File: config.mk
export PLATFORM = sky130hd
export DESIGN_NAME = dsw_status_outputs
export DESIGN_NICKNAME = d
export VERILOG_FILES = /design/src/dsw_pkg.sv /design/src/dsw_status_outputs.sv
export VERILOG_INCLUDE_DIRS = /design/src
export SDC_FILE = /design/constraint.sdc
export NUM_CORES = 1
export LEC_CHECK = 0
export ABC_AREA = 0
export BUFFER_PORTS_ARGS = -buffer_cell sky130_fd_sc_hd__buf_4
export CAP_MARGIN = 10
export CORE_MARGIN = 2
export CORE_UTILIZATION = 59
export DETAILED_ROUTE_END_ITERATION = 8
export GPL_ROUTABILITY_DRIVEN = 0
export PLACE_DENSITY = 0.77
export SKIP_LAST_GASP = 1
export SYNTH_ARGS = -nofsm -noshare
export SYNTH_HDL_FRONTEND = slang
export SYNTH_SLANG_ARGS = --single-unit
File: constraint.sdc
create_clock -name clk -period 2.85 [get_ports clk]
set_input_delay 0.57 -clock clk [delete_from_list [all_inputs] [get_ports clk]]
set_output_delay 0.57 -clock clk [all_outputs]
set_load 0.01 [all_outputs]
File: src/dsw_consts.svh
// Offsets, field positions, reset values and timing counts of the status and warning outputs
`ifndef DSW_CONSTS_SVH
`define DSW_CONSTS_SVH

// ============================================================
// Clock and timing
`define DSW_CLK_HZ 100000000
`define DSW_FAN_STOP_S 1
`define DSW_LATCH_UNIT_S 1
`define DSW_LATCH_MAX_S 4'ha
`define DSW_LATCH_NO_LIMIT 4'h0

// ============================================================
// Detection thresholds
`define DSW_LOAD_WARN_PCT 8'h55
`define DSW_BATT_WARN_MV 12'hc80

// ============================================================
// Sizes
`define DSW_NUM_WARN 10
`define DSW_NUM_FUNC 10
`define DSW_NUM_SLOT 6

// ============================================================
// Warning index (selector code minus one)
`define DSW_W_OVERLOAD 0
`define DSW_W_REGEN 1
`define DSW_W_BATTERY 2
`define DSW_W_FAN 3
`define DSW_W_ENC_LINK 4
`define DSW_W_ENC_HEAT 5
`define DSW_W_OSCILL 6
`define DSW_W_LIFETIME 7
`define DSW_W_SCALE_ERR 8
`define DSW_W_SCALE_LINK 9

// ============================================================
// Mask bit of each warning in warning_mask_setting
`define DSW_MB_OVERLOAD 7
`define DSW_MB_REGEN 5
`define DSW_MB_BATTERY 0
`define DSW_MB_FAN 6
`define DSW_MB_ENC_LINK 4
`define DSW_MB_ENC_HEAT 3
`define DSW_MB_OSCILL 9
`define DSW_MB_LIFETIME 2
`define DSW_MB_SCALE_ERR 8
`define DSW_MB_SCALE_LINK 10

// ============================================================
// Status function codes for output slots
`define DSW_F_NONE 4'h0
`define DSW_F_TORQUE_LIMIT 4'h1
`define DSW_F_ZERO_SPEED 4'h2
`define DSW_F_SPEED_MATCH 4'h3
`define DSW_F_WARN_A 4'h4
`define DSW_F_WARN_B 4'h5
`define DSW_F_POS_CMD 4'h6
`define DSW_F_SPEED_LIMITED 4'h7
`define DSW_F_CLEARABLE_ALM 4'h8
`define DSW_F_SPEED_CMD 4'h9
`define DSW_F_SERVO_ON 4'ha

// ============================================================
// Register offsets (byte addresses)
`define DSW_REG_SELECT_A 8'h00
`define DSW_REG_SELECT_B 8'h04
`define DSW_REG_LATCH_TIME 8'h08
`define DSW_REG_MASK 8'h0c
`define DSW_REG_ENC_LIMIT 8'h10
`define DSW_REG_SCALE_LIMIT 8'h14
`define DSW_REG_LIFE_THRESH 8'h18
`define DSW_REG_WARN_LATCH 8'h1c
`define DSW_REG_WARN_RAW 8'h20
`define DSW_REG_SLOT_MAP 8'h24
`define DSW_REG_FUNC_STATE 8'h28

// ============================================================
// Reset values
`define DSW_RST_SELECT 4'h0
`define DSW_RST_LATCH_TIME 4'h1
`define DSW_RST_MASK 11'h000
`define DSW_RST_ERR_LIMIT 8'h08
`define DSW_RST_LIFE_THRESH 16'h03e8
`define DSW_RST_SLOT_MAP 24'h120000

`endif

File: src/dsw_pkg.sv
// Types of the status and warning output block
package dsw_pkg;

    // ============================================================
    // Status conditions from the drive core
    typedef struct packed {
        logic torque_limiting;
        logic speed_is_zero;
        logic speed_coincident;
        logic pos_cmd_applied;
        logic speed_limited;
        logic alarm_clearable;
        logic speed_cmd_applied;
        logic servo_on;
    } dsw_cond_t;

    // ============================================================
    // Warning measurements from the drive core
    typedef struct packed {
        logic [7:0] load_pct;
        logic [7:0] regen_pct;
        logic [11:0] battery_mv;
        logic fan_stopped;
        logic [7:0] enc_err_run;
        logic enc_overheat;
        logic oscillation;
        logic [15:0] life_remain;
        logic scale_alarm;
        logic [7:0] scale_err_run;
    } dsw_warn_in_t;

    // ============================================================
    // Register port request
    typedef struct packed {
        logic [7:0] addr;
        logic [31:0] wdata;
        logic wr;
        logic rd;
    } dsw_bus_req_t;

    // ============================================================
    // Whole state of the block
    typedef struct packed {
        logic [3:0] sel_a;
        logic [3:0] sel_b;
        logic [3:0] latch_time;
        logic [10:0] mask;
        logic [7:0] enc_limit;
        logic [7:0] scale_limit;
        logic [15:0] life_thresh;
        logic [23:0] slot_map;
        logic [9:0] latched;
        logic [9:0][3:0] hold;
        logic [26:0] sec_div;
        logic [26:0] fan_cnt;
        logic [5:0] status_out;
        logic [31:0] rdata;
    } dsw_state_t;

endpackage : dsw_pkg

File: src/dsw_status_outputs.sv
// Status and warning output logic of the servo drive with its register port
//
// Implementation choices: the placing of the registers and the plain strobed port.
`timescale 1ns/1ps
`include "dsw_consts.svh"

// Functional notes
// Torque-limit function is on while torque is held at its limit.
// Zero-speed function is on while motor speed is zero.
// Speed-match function is on while actual speed equals commanded speed.
// Warning outputs A and B follow the warning chosen by their selector.
// Selector zero gives OR of all warnings; only codes 0 to 10 allowed.
// Overload warning when load factor is 85 % or more; code 1, mask bit 7.
// Regeneration warning when regen factor is 85 % or more; code 2, bit 5.
// Battery warning at 3.2 V or lower; code 3, bit 0, no time limit.
// Fan warning after fan stopped for 1 s; code 4, mask bit 6.
// Encoder link warning when error run exceeds limit; code 5, bit 4.
// Encoder overheat warning on encoder report; code 6, mask bit 3.
// Oscillation warning when vibration detected; code 7, mask bit 9.
// Lifetime warning when remaining life below threshold; code 8, bit 2.
// Scale error warning when feedback scale alarms; code 9, mask bit 8.
// Scale link warning when error run exceeds limit; code 10, bit 10.
// A mask bit of one suppresses detection of its warning.
// Latchable warnings hold 1 s to 10 s, or without limit.
// Position-command function is on while a position command is applied.
// Speed-limited function is on while torque control limits speed.
// Clearable-alarm function is on when the active alarm can be cleared.
// Speed-command function is on when speed command applied in speed control.
// Servo-on function is on while the servo is on.
// Each slot drives only its assigned function; unassigned slots stay off.
module dsw_status_outputs #(
    parameter int FAN_STOP_CYCLES = `DSW_FAN_STOP_S * `DSW_CLK_HZ,
    parameter int SEC_CYCLES = `DSW_LATCH_UNIT_S * `DSW_CLK_HZ
) (
    // Clock and reset
    input wire logic clk,
    input wire logic rst,
    // Register port
    input wire dsw_pkg::dsw_bus_req_t bus,
    output logic [31:0] rdata,
    // Drive core conditions
    input wire dsw_pkg::dsw_cond_t cond,
    input wire dsw_pkg::dsw_warn_in_t warn_in,
    // Assignable output slots, index 4 is output five, index 5 is output six
    output logic [5:0] status_output
);

    // ============================================================
    // Helper functions

    // Selector decode, shared by both warning outputs
    function automatic logic warn_pick(input logic [3:0] sel, input logic [9:0] act);
        logic r;
        r = 1'b0;
        if (sel == 4'h0) begin
            r = |act;
        end else if (sel <= 4'ha) begin
            r = act[sel - 4'h1];
        end
        return r;
    endfunction : warn_pick

    function automatic logic fixed_no_limit(input int i);
        return (i == `DSW_W_BATTERY) || (i == `DSW_W_LIFETIME);
    endfunction : fixed_no_limit

    // ============================================================
    // State

    dsw_pkg::dsw_state_t s_r;
    dsw_pkg::dsw_state_t s_nxt;

    logic [9:0] raw;
    logic [9:0] wmask;
    logic [9:0] det;
    logic [9:0] func;
    logic [9:0] clr;
    logic sec_tick;
    logic fan_full;
    logic [3:0] latch_eff;
    logic warn_a;
    logic warn_b;

    assign rdata = s_r.rdata;
    assign status_output = s_r.status_out;

    // ============================================================
    // Warning detection

    assign sec_tick = (s_r.sec_div == 27'(SEC_CYCLES - 1));
    assign fan_full = (s_r.fan_cnt == 27'(FAN_STOP_CYCLES));

    always_comb begin
        raw = '0;
        raw[`DSW_W_OVERLOAD] = warn_in.load_pct >= `DSW_LOAD_WARN_PCT;
        raw[`DSW_W_REGEN] = warn_in.regen_pct >= `DSW_LOAD_WARN_PCT;
        raw[`DSW_W_BATTERY] = warn_in.battery_mv <= `DSW_BATT_WARN_MV;
        raw[`DSW_W_FAN] = fan_full;
        raw[`DSW_W_ENC_LINK] = warn_in.enc_err_run > s_r.enc_limit;
        raw[`DSW_W_ENC_HEAT] = warn_in.enc_overheat;
        raw[`DSW_W_OSCILL] = warn_in.oscillation;
        raw[`DSW_W_LIFETIME] = warn_in.life_remain < s_r.life_thresh;
        raw[`DSW_W_SCALE_ERR] = warn_in.scale_alarm;
        raw[`DSW_W_SCALE_LINK] = warn_in.scale_err_run > s_r.scale_limit;
    end

    // Mask bits are scattered, so gather them into warning order
    always_comb begin
        wmask = '0;
        wmask[`DSW_W_OVERLOAD] = s_r.mask[`DSW_MB_OVERLOAD];
        wmask[`DSW_W_REGEN] = s_r.mask[`DSW_MB_REGEN];
        wmask[`DSW_W_BATTERY] = s_r.mask[`DSW_MB_BATTERY];
        wmask[`DSW_W_FAN] = s_r.mask[`DSW_MB_FAN];
        wmask[`DSW_W_ENC_LINK] = s_r.mask[`DSW_MB_ENC_LINK];
        wmask[`DSW_W_ENC_HEAT] = s_r.mask[`DSW_MB_ENC_HEAT];
        wmask[`DSW_W_OSCILL] = s_r.mask[`DSW_MB_OSCILL];
        wmask[`DSW_W_LIFETIME] = s_r.mask[`DSW_MB_LIFETIME];
        wmask[`DSW_W_SCALE_ERR] = s_r.mask[`DSW_MB_SCALE_ERR];
        wmask[`DSW_W_SCALE_LINK] = s_r.mask[`DSW_MB_SCALE_LINK];
    end

    assign det = raw & ~wmask;
    assign latch_eff = (s_r.latch_time > `DSW_LATCH_MAX_S) ? `DSW_LATCH_MAX_S : s_r.latch_time;
    assign clr = (bus.wr && bus.addr == `DSW_REG_WARN_LATCH) ? bus.wdata[9:0] : 10'h000;

    assign warn_a = warn_pick(s_r.sel_a, s_r.latched);
    assign warn_b = warn_pick(s_r.sel_b, s_r.latched);

    // ============================================================
    // Status functions, bit n is function code n+1
    always_comb begin
        func = '0;
        func[0] = cond.torque_limiting;
        func[1] = cond.speed_is_zero;
        func[2] = cond.speed_coincident;
        func[3] = warn_a;
        func[4] = warn_b;
        func[5] = cond.pos_cmd_applied;
        func[6] = cond.speed_limited;
        func[7] = cond.alarm_clearable;
        func[8] = cond.speed_cmd_applied;
        func[9] = cond.servo_on;
    end

    // ============================================================
    // Next state
    always_comb begin
        logic [3:0] code;
        code = 4'h0;
        s_nxt = s_r;

        s_nxt.sec_div = sec_tick ? 27'h0 : s_r.sec_div + 27'h1;

        // Fan stop counter saturates so the warning stays while the fan is still
        if (!warn_in.fan_stopped) begin
            s_nxt.fan_cnt = 27'h0;
        end else if (!fan_full) begin
            s_nxt.fan_cnt = s_r.fan_cnt + 27'h1;
        end

        // Latches: a fresh detection always beats a software clear
        for (int i = 0; i < `DSW_NUM_WARN; i++) begin
            if (det[i]) begin
                s_nxt.latched[i] = 1'b1;
                s_nxt.hold[i] = latch_eff;
            end else if (s_r.latched[i]) begin
                if (clr[i]) begin
                    s_nxt.latched[i] = 1'b0;
                    s_nxt.hold[i] = 4'h0;
                end else if (fixed_no_limit(i) || s_r.latch_time == `DSW_LATCH_NO_LIMIT) begin
                    s_nxt.latched[i] = 1'b1;
                end else if (sec_tick) begin
                    // Tick phase makes the hold up to one second shorter than set
                    if (s_r.hold[i] <= 4'h1) begin
                        s_nxt.latched[i] = 1'b0;
                        s_nxt.hold[i] = 4'h0;
                    end else begin
                        s_nxt.hold[i] = s_r.hold[i] - 4'h1;
                    end
                end
            end
        end

        // Output slots
        for (int k = 0; k < `DSW_NUM_SLOT; k++) begin
            code = s_r.slot_map[k*4 +: 4];
            if (code != `DSW_F_NONE && code <= `DSW_F_SERVO_ON) begin
                s_nxt.status_out[k] = func[code - 4'h1];
            end else begin
                s_nxt.status_out[k] = 1'b0;
            end
        end

        // Register writes
        if (bus.wr) begin
            unique case (bus.addr)
                `DSW_REG_SELECT_A: s_nxt.sel_a = bus.wdata[3:0];
                `DSW_REG_SELECT_B: s_nxt.sel_b = bus.wdata[3:0];
                `DSW_REG_LATCH_TIME: s_nxt.latch_time = bus.wdata[3:0];
                `DSW_REG_MASK: s_nxt.mask = bus.wdata[10:0];
                `DSW_REG_ENC_LIMIT: s_nxt.enc_limit = bus.wdata[7:0];
                `DSW_REG_SCALE_LIMIT: s_nxt.scale_limit = bus.wdata[7:0];
                `DSW_REG_LIFE_THRESH: s_nxt.life_thresh = bus.wdata[15:0];
                `DSW_REG_SLOT_MAP: s_nxt.slot_map = bus.wdata[23:0];
                default: ;
            endcase
        end

        // Register reads: data stand only in the cycle after the strobe
        s_nxt.rdata = 32'h0;
        if (bus.rd) begin
            unique case (bus.addr)
                `DSW_REG_SELECT_A: s_nxt.rdata = {28'h0, s_r.sel_a};
                `DSW_REG_SELECT_B: s_nxt.rdata = {28'h0, s_r.sel_b};
                `DSW_REG_LATCH_TIME: s_nxt.rdata = {28'h0, s_r.latch_time};
                `DSW_REG_MASK: s_nxt.rdata = {21'h0, s_r.mask};
                `DSW_REG_ENC_LIMIT: s_nxt.rdata = {24'h0, s_r.enc_limit};
                `DSW_REG_SCALE_LIMIT: s_nxt.rdata = {24'h0, s_r.scale_limit};
                `DSW_REG_LIFE_THRESH: s_nxt.rdata = {16'h0, s_r.life_thresh};
                `DSW_REG_WARN_LATCH: s_nxt.rdata = {22'h0, s_r.latched};
                `DSW_REG_WARN_RAW: s_nxt.rdata = {22'h0, raw};
                `DSW_REG_SLOT_MAP: s_nxt.rdata = {8'h0, s_r.slot_map};
                `DSW_REG_FUNC_STATE: s_nxt.rdata = {22'h0, func};
                default: s_nxt.rdata = 32'h0;
            endcase
        end
    end

    // ============================================================
    // Registers
    always_ff @(posedge clk) begin
        if (rst) begin
            s_r <= '0;
            s_r.sel_a <= `DSW_RST_SELECT;
            s_r.sel_b <= `DSW_RST_SELECT;
            s_r.latch_time <= `DSW_RST_LATCH_TIME;
            s_r.mask <= `DSW_RST_MASK;
            s_r.enc_limit <= `DSW_RST_ERR_LIMIT;
            s_r.scale_limit <= `DSW_RST_ERR_LIMIT;
            s_r.life_thresh <= `DSW_RST_LIFE_THRESH;
            s_r.slot_map <= `DSW_RST_SLOT_MAP;
        end else begin
            s_r <= s_nxt;
        end
    end

    logic clr_wr;
    assign clr_wr = bus.wr && bus.addr == `DSW_REG_WARN_LATCH;
endmodule : dsw_status_outputs

==> results of run 1 <==
==> where the power goes <==
group          leakage (nW)  internal (W)  switching (W)
combinational          3.44      0.000261       0.000342
clock                 0.408       0.00197        0.00122
sequential             1.66       0.00290      0.0000510
total                  5.51       0.00513        0.00161
==> through the flow <==
| step | utilization (%) | setup slack (ns) | total power [W] | cell area [µm²] |
|---|---|---|---|---|
| after floorplan | - | 0.278 | 0.00332 | 12400 |
| after global placement | 64.9 | 0.266 | 0.00358 | 13500 |
| after detailed placement | 64.9 | 0.209 | 0.00360 | 13500 |
| after CTS | 68.9 | 0.191 | 0.00676 | 14300 |
| after global routing | 68.9 | 0.0583 | 0.00695 | 14300 |
| final | 68.9 | 0.190 | 0.00675 | 14300 |
==> placed cells by master, fill, tap and decap left out, types with 5 or more instances in the layout <==
master,netlist,final
nand2_1,179,179
inv_1,98,98
nor4_1,12,12
conb_1,1,8
buf_4,38,173
nor2_1,148,148
o22ai_1,11,11
a31oi_1,25,25
o21a_1,6,6
nor3_1,52,52
nand3_1,56,56
nand2b_1,19,19
a222oi_1,6,6
nand4_1,36,36
mux2_2,10,10
xor2_1,29,29
ha_1,68,68
o211ai_1,11,11
a22oi_1,18,18
or4_1,8,8
clkbuf_16,0,25
mux2i_1,54,54
mux4_2,5,5
or3_1,21,21
and3_1,20,20
a21o_1,9,9
dfxtp_1,205,205
o41ai_1,7,7
a21oi_1,125,125
nor2b_1,9,9
xnor2_1,25,25
o31ai_1,8,7
and2_1,11,11
and4b_1,5,5
o21ai_0,57,57
a221oi_1,14,14
clkinv_2,0,6
a211oi_1,19,19
==> flip-flops by register name, indices dropped and copies added, names as in the netlist <==
register,flops
status_output,6
s_r,175
rdata,24
==> cell families after synthesis <==
group,after synthesis
and+or+nand+nor,604
AOI/OAI and AO/OA,350
buffers and inverters,217
DFF,205
muxes,70
adders and majority gates,68
xor gates and xnor gates,54
other,1
==> worst max path at each step <==
stage          slack [ns]                     endpoint
2_1_floorplan        0.28  status_output[1]$_SDFF_PP0_
4_1_cts              0.19  status_output[1]$_SDFF_PP0_
5_1_grt              0.06  status_output[1]$_SDFF_PP0_
6_report             0.19  status_output[1]$_SDFF_PP0_
3_5_place_dp         0.21  status_output[1]$_SDFF_PP0_
3_3_place_gp         0.27  status_output[1]$_SDFF_PP0_
==> tightest hold or removal path, stage by stage <==
cell and delay (ns):
buf_4 0.07, nand2_1 0.05, o211ai_1 0.08
==> cell type report <==
class                   instances  share of cell area, %
multi-input cells            1154                   51.3
repair buffers                175                   9.34
clock inverters                10                  0.890
well taps                     275                   2.40
clock buffers                  33                   4.85
inverters                      99                   2.59
flip-flops and latches        205                   28.6
==> metal layers <==
metal | global-route usage [%] | wire length [µm] | vias to the layer above
li1 | - | - | 5740
met1 | 41.3 | 14400 | 5615
met2 | 50.9 | 15900 | 539
met3 | 6.18 | 3430 | 117
met4 | 11.2 | 1320 | 0
met5 | 0 | 0 | -
==> impl_results.md, run 1 <==
* Outcome: completed
* Cell type with the largest total area after synthesis: dfxtp_1
* Cell area power density at 470 mW/mm²
* CP cell instances: inv_1, ha_1, mux4_2, or4b_1, a31o_2, a2111oi_4, o31ai_1
* Synthesized netlist cell count at 1569
* Async S/R FF share, synth at 0%
* F_max at 0.376 GHz
* Antenna violations before repair at 1
* Post-layout instance count excluding filler cells at 1951
* CP Buf/Inv Count at 1
* WS Path Type: reg -> reg
* Most used flip-flop cell after synthesis: dfxtp_1
* Dominant combinational cell family by area after synthesis: simple AND/OR/NAND/NOR gates
* Min cycle time layout at 2.66 ns
* Xor and xnor fraction of the mapped netlist area at 3.81%
* Global-route wire length before repair at 56.1 mm
* Required time at the endpoint of the critical path at 3.24 ns
* Crit-path slowest cell: mux4_2
* CP startpoint: s_r[217]$_SDFFE_PP0P_
* Post-DP HPWL at 25.5 mm
* Top-level I/O count at 154
* Biggest cell delay along the critical path at 0.52 ns
* RSZ-0062 raised after global routing: no
* Core area at 0.0208 mm²
* Iteration-0 DRC Markers at 1140
* CTS buffer count at 24
* Area enclosed by the die boundary at 0.0222 mm²
* Number of maximum-capacitance constraint violations at 0
* TritonCTS clock tree: built
* Setup-violating endpoint count in the final report at 0
* Number of antenna diodes at 0
* Wire length after detailed routing at 35.1 mm
* Sequential share of the synthesized area at 33.1%
* Total stage count of the critical path at 7
* Worst Min Path Start: bus[22]
* Global-route usage over all layers at 31.2%
* # resized after CTS at 0
* Clock transition time at the flip-flop clock pins of the worst setup and hold paths at 0.06 ns
* Clock H-tree levels at 1
* Synthesized area per cell at 7.91 µm²
* Number of global-route vias before repair at 11.1k
* Average detailed-routed wire length per instance at 18.0 µm
* Top cell types by occurrence after synthesis: dfxtp_1 (205), nand2_1 (179), nor2_1 (148)
* Via count at 12.0k
* Placed Cells incl. Taps at 1908
* Leakage at 5.51 nW
* Deepest clock path buffer count at 3
* Overflow left after global routing at 0
* Vias per Instance at 6.16
* Fraction of the mapped netlist area in compound gates at 18.1%
* Count of input and output buffers at 137
* Kind of start point of the critical path: flop
* Count of yosys warnings during synthesis at 0
* Post-synthesis cell type count at 76
* Critical Path AT at 3.05 ns
* Cell at the root of the clock tree: clkbuf_16
* Storage cell area at 0.00410 mm²
* Post-route clock skew at 0.0111 ns
* Pre-Repair DR Iteration Count at 8
* Portion of netlist area occupied by mux cells at 6.38%
* Adder-Cell Fraction of Synth Area at 6.85%
* Layout area overhead at 15.5%
* Width of the die at 149 µm
* Top area cells in the synthesized netlist: dfxtp_1 (33%), ha_1 (6.9%), nand2_1 (5.4%), a21oi_1 (5.0%), nor2_1 (4.5%)
* Type of the worst min-delay path: in -> reg
* Cell count of the worst hold path at 3
* Synthesized cell area at 0.0124 mm²
* Initial Util at 59.6%
* Number of rows in the core area at 53
* Largest net degree at the start of global routing at 86
* Min Hold Slack at 0.298 ns
* Endpoint class of the critical path: flop
* Synth Area in Simple Gates at 23.8%
* Destination of the worst register-to-register timing path: status_output[1]$_SDFF_PP0_
* Number of pins with negative max-slew slack in the final report at 0
* DIE HEIGHT at 149 µm
* Ratio of cells with drive above 1 in the final layout at 15.1%
* Number of sinks handled by clock tree synthesis at 205
* Max FO, Critical Path at 7
* Fillers at 1719
* Setup repair bufs after CTS at 0
* Reg-to-reg slack, setup at 0.19 ns
* Family of cells with the greatest summed delay on the critical path: compound AO/OA/AOI/OAI gates
* Remaining design rule violation count at 0
* Final period utilization at 93.3%
* Post-route antenna net violation count at 0
* VDD IR max at 445 µV
* Post-CTS Hold Buffers at 0
* Number of flops mapped to enable cells by yosys at 0
* Worst-Margin Slew at 0.756 ns
* Net count, final at 1843
* Worst slew margin relative to its limit at 49.0%
* Final Hold Viols at 0
* Most frequently used cell type in the post-synthesis netlist: dfxtp_1
* Post-synthesis sequential element count at 205
* Capture endpoint of the worst hold path: s_r[162]$_SDFFE_PP1P_
* Final total negative setup slack at 0 ns
* Depth of the most critical reg-to-reg path at 7
* Critical register-to-register path startpoint: s_r[217]$_SDFFE_PP0P_
* Total area of multi-input combinational cells at 0.00736 mm²
* Latest clock arrival within the worst-skew pair at 0.52 ns
* Area share of the leading cell type in the synthesized netlist at 33.1%
Power figures use the tool's default switching activity.
==> inputs of run 2 (changes only) <==
==> constraint.sdc (replaced) <==
create_clock -name clk -period 2.85 [get_ports clk]
set_input_delay 0.4275 -clock clk [delete_from_list [all_inputs] [get_ports clk]]
set_output_delay 0.4275 -clock clk [all_outputs]
set_load 0.01 [all_outputs]
==> run 2 against run 1 <==
  * Clock power decreased by 2%
  * Final cell count decreased by 0.15%
  * Critical endpoint unchanged
  * Critical path type unchanged
  * Clock-buffer cell count decreased by 1
  * Highest routed layer unchanged
  * Critical path depth unchanged
  * Flip-flop and latch count unchanged
==> impl_results.md, run 2 (synthesized netlist as in run 1, its figures left out) <==
* Type of the worst min-delay path: in -> reg
* Worst slew margin relative to its limit at 40.4%
* Via count at 12.0k
* Top-level I/O count at 154
* CP cell instances: inv_1, ha_1, mux4_2, or4b_1, a31o_2, a2111oi_4, o31ai_1
* Fillers at 1755
* Final Hold Viols at 0
* Clock transition time at the flip-flop clock pins of the worst setup and hold paths at 0.06 ns
* Setup repair bufs after CTS at 0
* Number of global-route vias before repair at 11.2k
* Final total negative setup slack at 0 ns
* Number of sinks handled by clock tree synthesis at 205
* Min cycle time layout at 2.65 ns
* Leading cell type in the layout, fill and taps excluded: dfxtp_1
* Number of pins with negative max-slew slack in the final report at 0
* Deepest clock path buffer count at 3
* Initial Util at 59.6%
* Max FO, Critical Path at 7
* VDD IR max at 374 µV
* DIE HEIGHT at 149 µm
* TritonCTS clock tree: built
* Cell area power density at 466 mW/mm²
* Global-route usage over all layers at 31.6%
* CTS buffer count at 23
* # resized after CTS at 0
* Remaining design rule violation count at 0
* Vias per Instance at 6.16
* Ratio of cells with drive above 1 in the final layout at 15.0%
* Endpoint class of the critical path: flop
* Most frequent cells in the layout: dfxtp_1 (205), nand2_1 (179), buf_4 (171)
* Post-route antenna net violation count at 0
* Overflow left after global routing at 0
* Core area at 0.0208 mm²
* Antenna violations before repair at 0
* Number of rows in the core area at 53
* Clock H-tree levels at 1
* Required time at the endpoint of the critical path at 3.24 ns
* WS Path Type: reg -> reg
* Final design instance area without fill at 0.0143 mm²
* Global-route wire length before repair at 56.7 mm
* Outcome: completed
* Crit-path slowest cell: mux4_2
* Net count, final at 1841
* RSZ-0062 raised after global routing: no
* Count of input and output buffers at 137
* Leakage at 5.49 nW
* Area enclosed by the die boundary at 0.0222 mm²
* F_max at 0.377 GHz
* Cell area after placement at 0.0135 mm²
* Worst-Margin Slew at 0.892 ns
* Pre-Repair DR Iteration Count at 6
* Kind of start point of the critical path: flop
* Register with the most flip-flops: s_r
* Max reg flops at 175
* Average detailed-routed wire length per instance at 18.1 µm
* Iteration-0 DRC Markers at 1068
* Final period utilization at 93.0%
* Post-CTS Hold Buffers at 0
* Latest clock arrival within the worst-skew pair at 0.52 ns
* Wire length after detailed routing at 35.2 mm
* Cell at the root of the clock tree: clkbuf_16
* Number of maximum-capacitance constraint violations at 0
* Post-route clock skew at 0.0154 ns
* Critical Path AT at 3.04 ns
* Biggest cell delay along the critical path at 0.52 ns
* Setup-violating endpoint count in the final report at 0
* Post-DP HPWL at 25.6 mm
* Placed Cells incl. Taps at 1907
* Number of antenna diodes at 0
* Layout area overhead at 15.4%
* Post-layout instance count excluding filler cells at 1948
* Largest net degree at the start of global routing at 38
* Width of the die at 149 µm
## run 2: cell types whose count changed in the layout (fill, tap and decap cells not counted)
cell / previous run / this run
inv_6: 0 / 1
buf_12: 2 / 3
clkbuf_1: 4 / 3
clkbuf_8: 4 / 6
clkbuf_16: 25 / 23
clkinv_2: 6 / 4
buf_4: 173 / 171
## run 2: layout make-up
cell class	count	area, µm²	area share [%]
Clock buffer	32	669	4.67
Inverter	99	372	2.60
Clock inverter	9	126	0.883
Timing Repair Buffer	174	1340	9.38
Tap cell	275	344	2.40
Multi-Input combinational cell	1154	7360	51.4
Sequential cell	205	4100	28.7
## run 2: power by group
| group | total [W] | leakage, nW | switching [W] | internal [W] |
|---|---|---|---|---|
| Clock | 0.00312 | 0.393 | 0.00121 | 0.00191 |
| Combinational | 0.000601 | 3.44 | 0.000342 | 0.000259 |
| Sequential | 0.00295 | 1.66 | 0.0000500 | 0.00290 |
## run 2: layer usage
layer | wire length [µm] | part of all wire, % | global-route usage, % | vias to the layer above
met1 | 14100 | 40 | 40.6 | 5596
met2 | 16000 | 45 | 51.0 | 552
li1 | - | - | - | 5728
met5 | 0 | 0 | 0 | -
met4 | 1470 | 4.2 | 12.7 | 0
met3 | 3650 | 10 | 7.71 | 119
## run 2: worst paths after layout
| check | start | to | slack (ns) | depth (start not counted) |
|---|---|---|---|---|
| min reg2reg | s_r[170]$_SDFFE_PP0P_ | s_r[170]$_SDFFE_PP0P_ | 0.46 | 2 |
| min | bus[22] | s_r[162]$_SDFFE_PP1P_ | 0.16 | 3 |
| max reg2reg | s_r[218]$_SDFFE_PP0P_ | status_output[1]$_SDFF_PP0_ | 0.20 | 7 |
| max | s_r[218]$_SDFFE_PP0P_ | status_output[1]$_SDFF_PP0_ | 0.20 | 7 |
## run 2: worst max-delay path, delay by kind of cell, from the launching register on
| kind | cells | cell delay [ns] |
|---|---|---|
| buffers and inverters | 1 | 0.06 |
| DFF | 1 | 0.34 |
| adders and majority gates | 1 | 0.38 |
| and+or+nand+nor | 1 | 0.48 |
| AOI/OAI and AO/OA | 3 | 0.77 |
| muxes | 1 | 0.52 |
## run 2: stage by stage
stage / hold WS [ns] / utilization (%) / setup slack (ns) / total power (W)
floorplan: 0.430 / - / 0.278 / 0.00332
global placement: 0.441 / 64.9 / 0.267 / 0.00358
detailed placement: 0.447 / 64.9 / 0.219 / 0.00360
CTS: 0.139 / 68.8 / 0.218 / 0.00669
global route: 0.160 / 68.8 / 0.0585 / 0.00688
finish: 0.155 / 68.8 / 0.199 / 0.00667
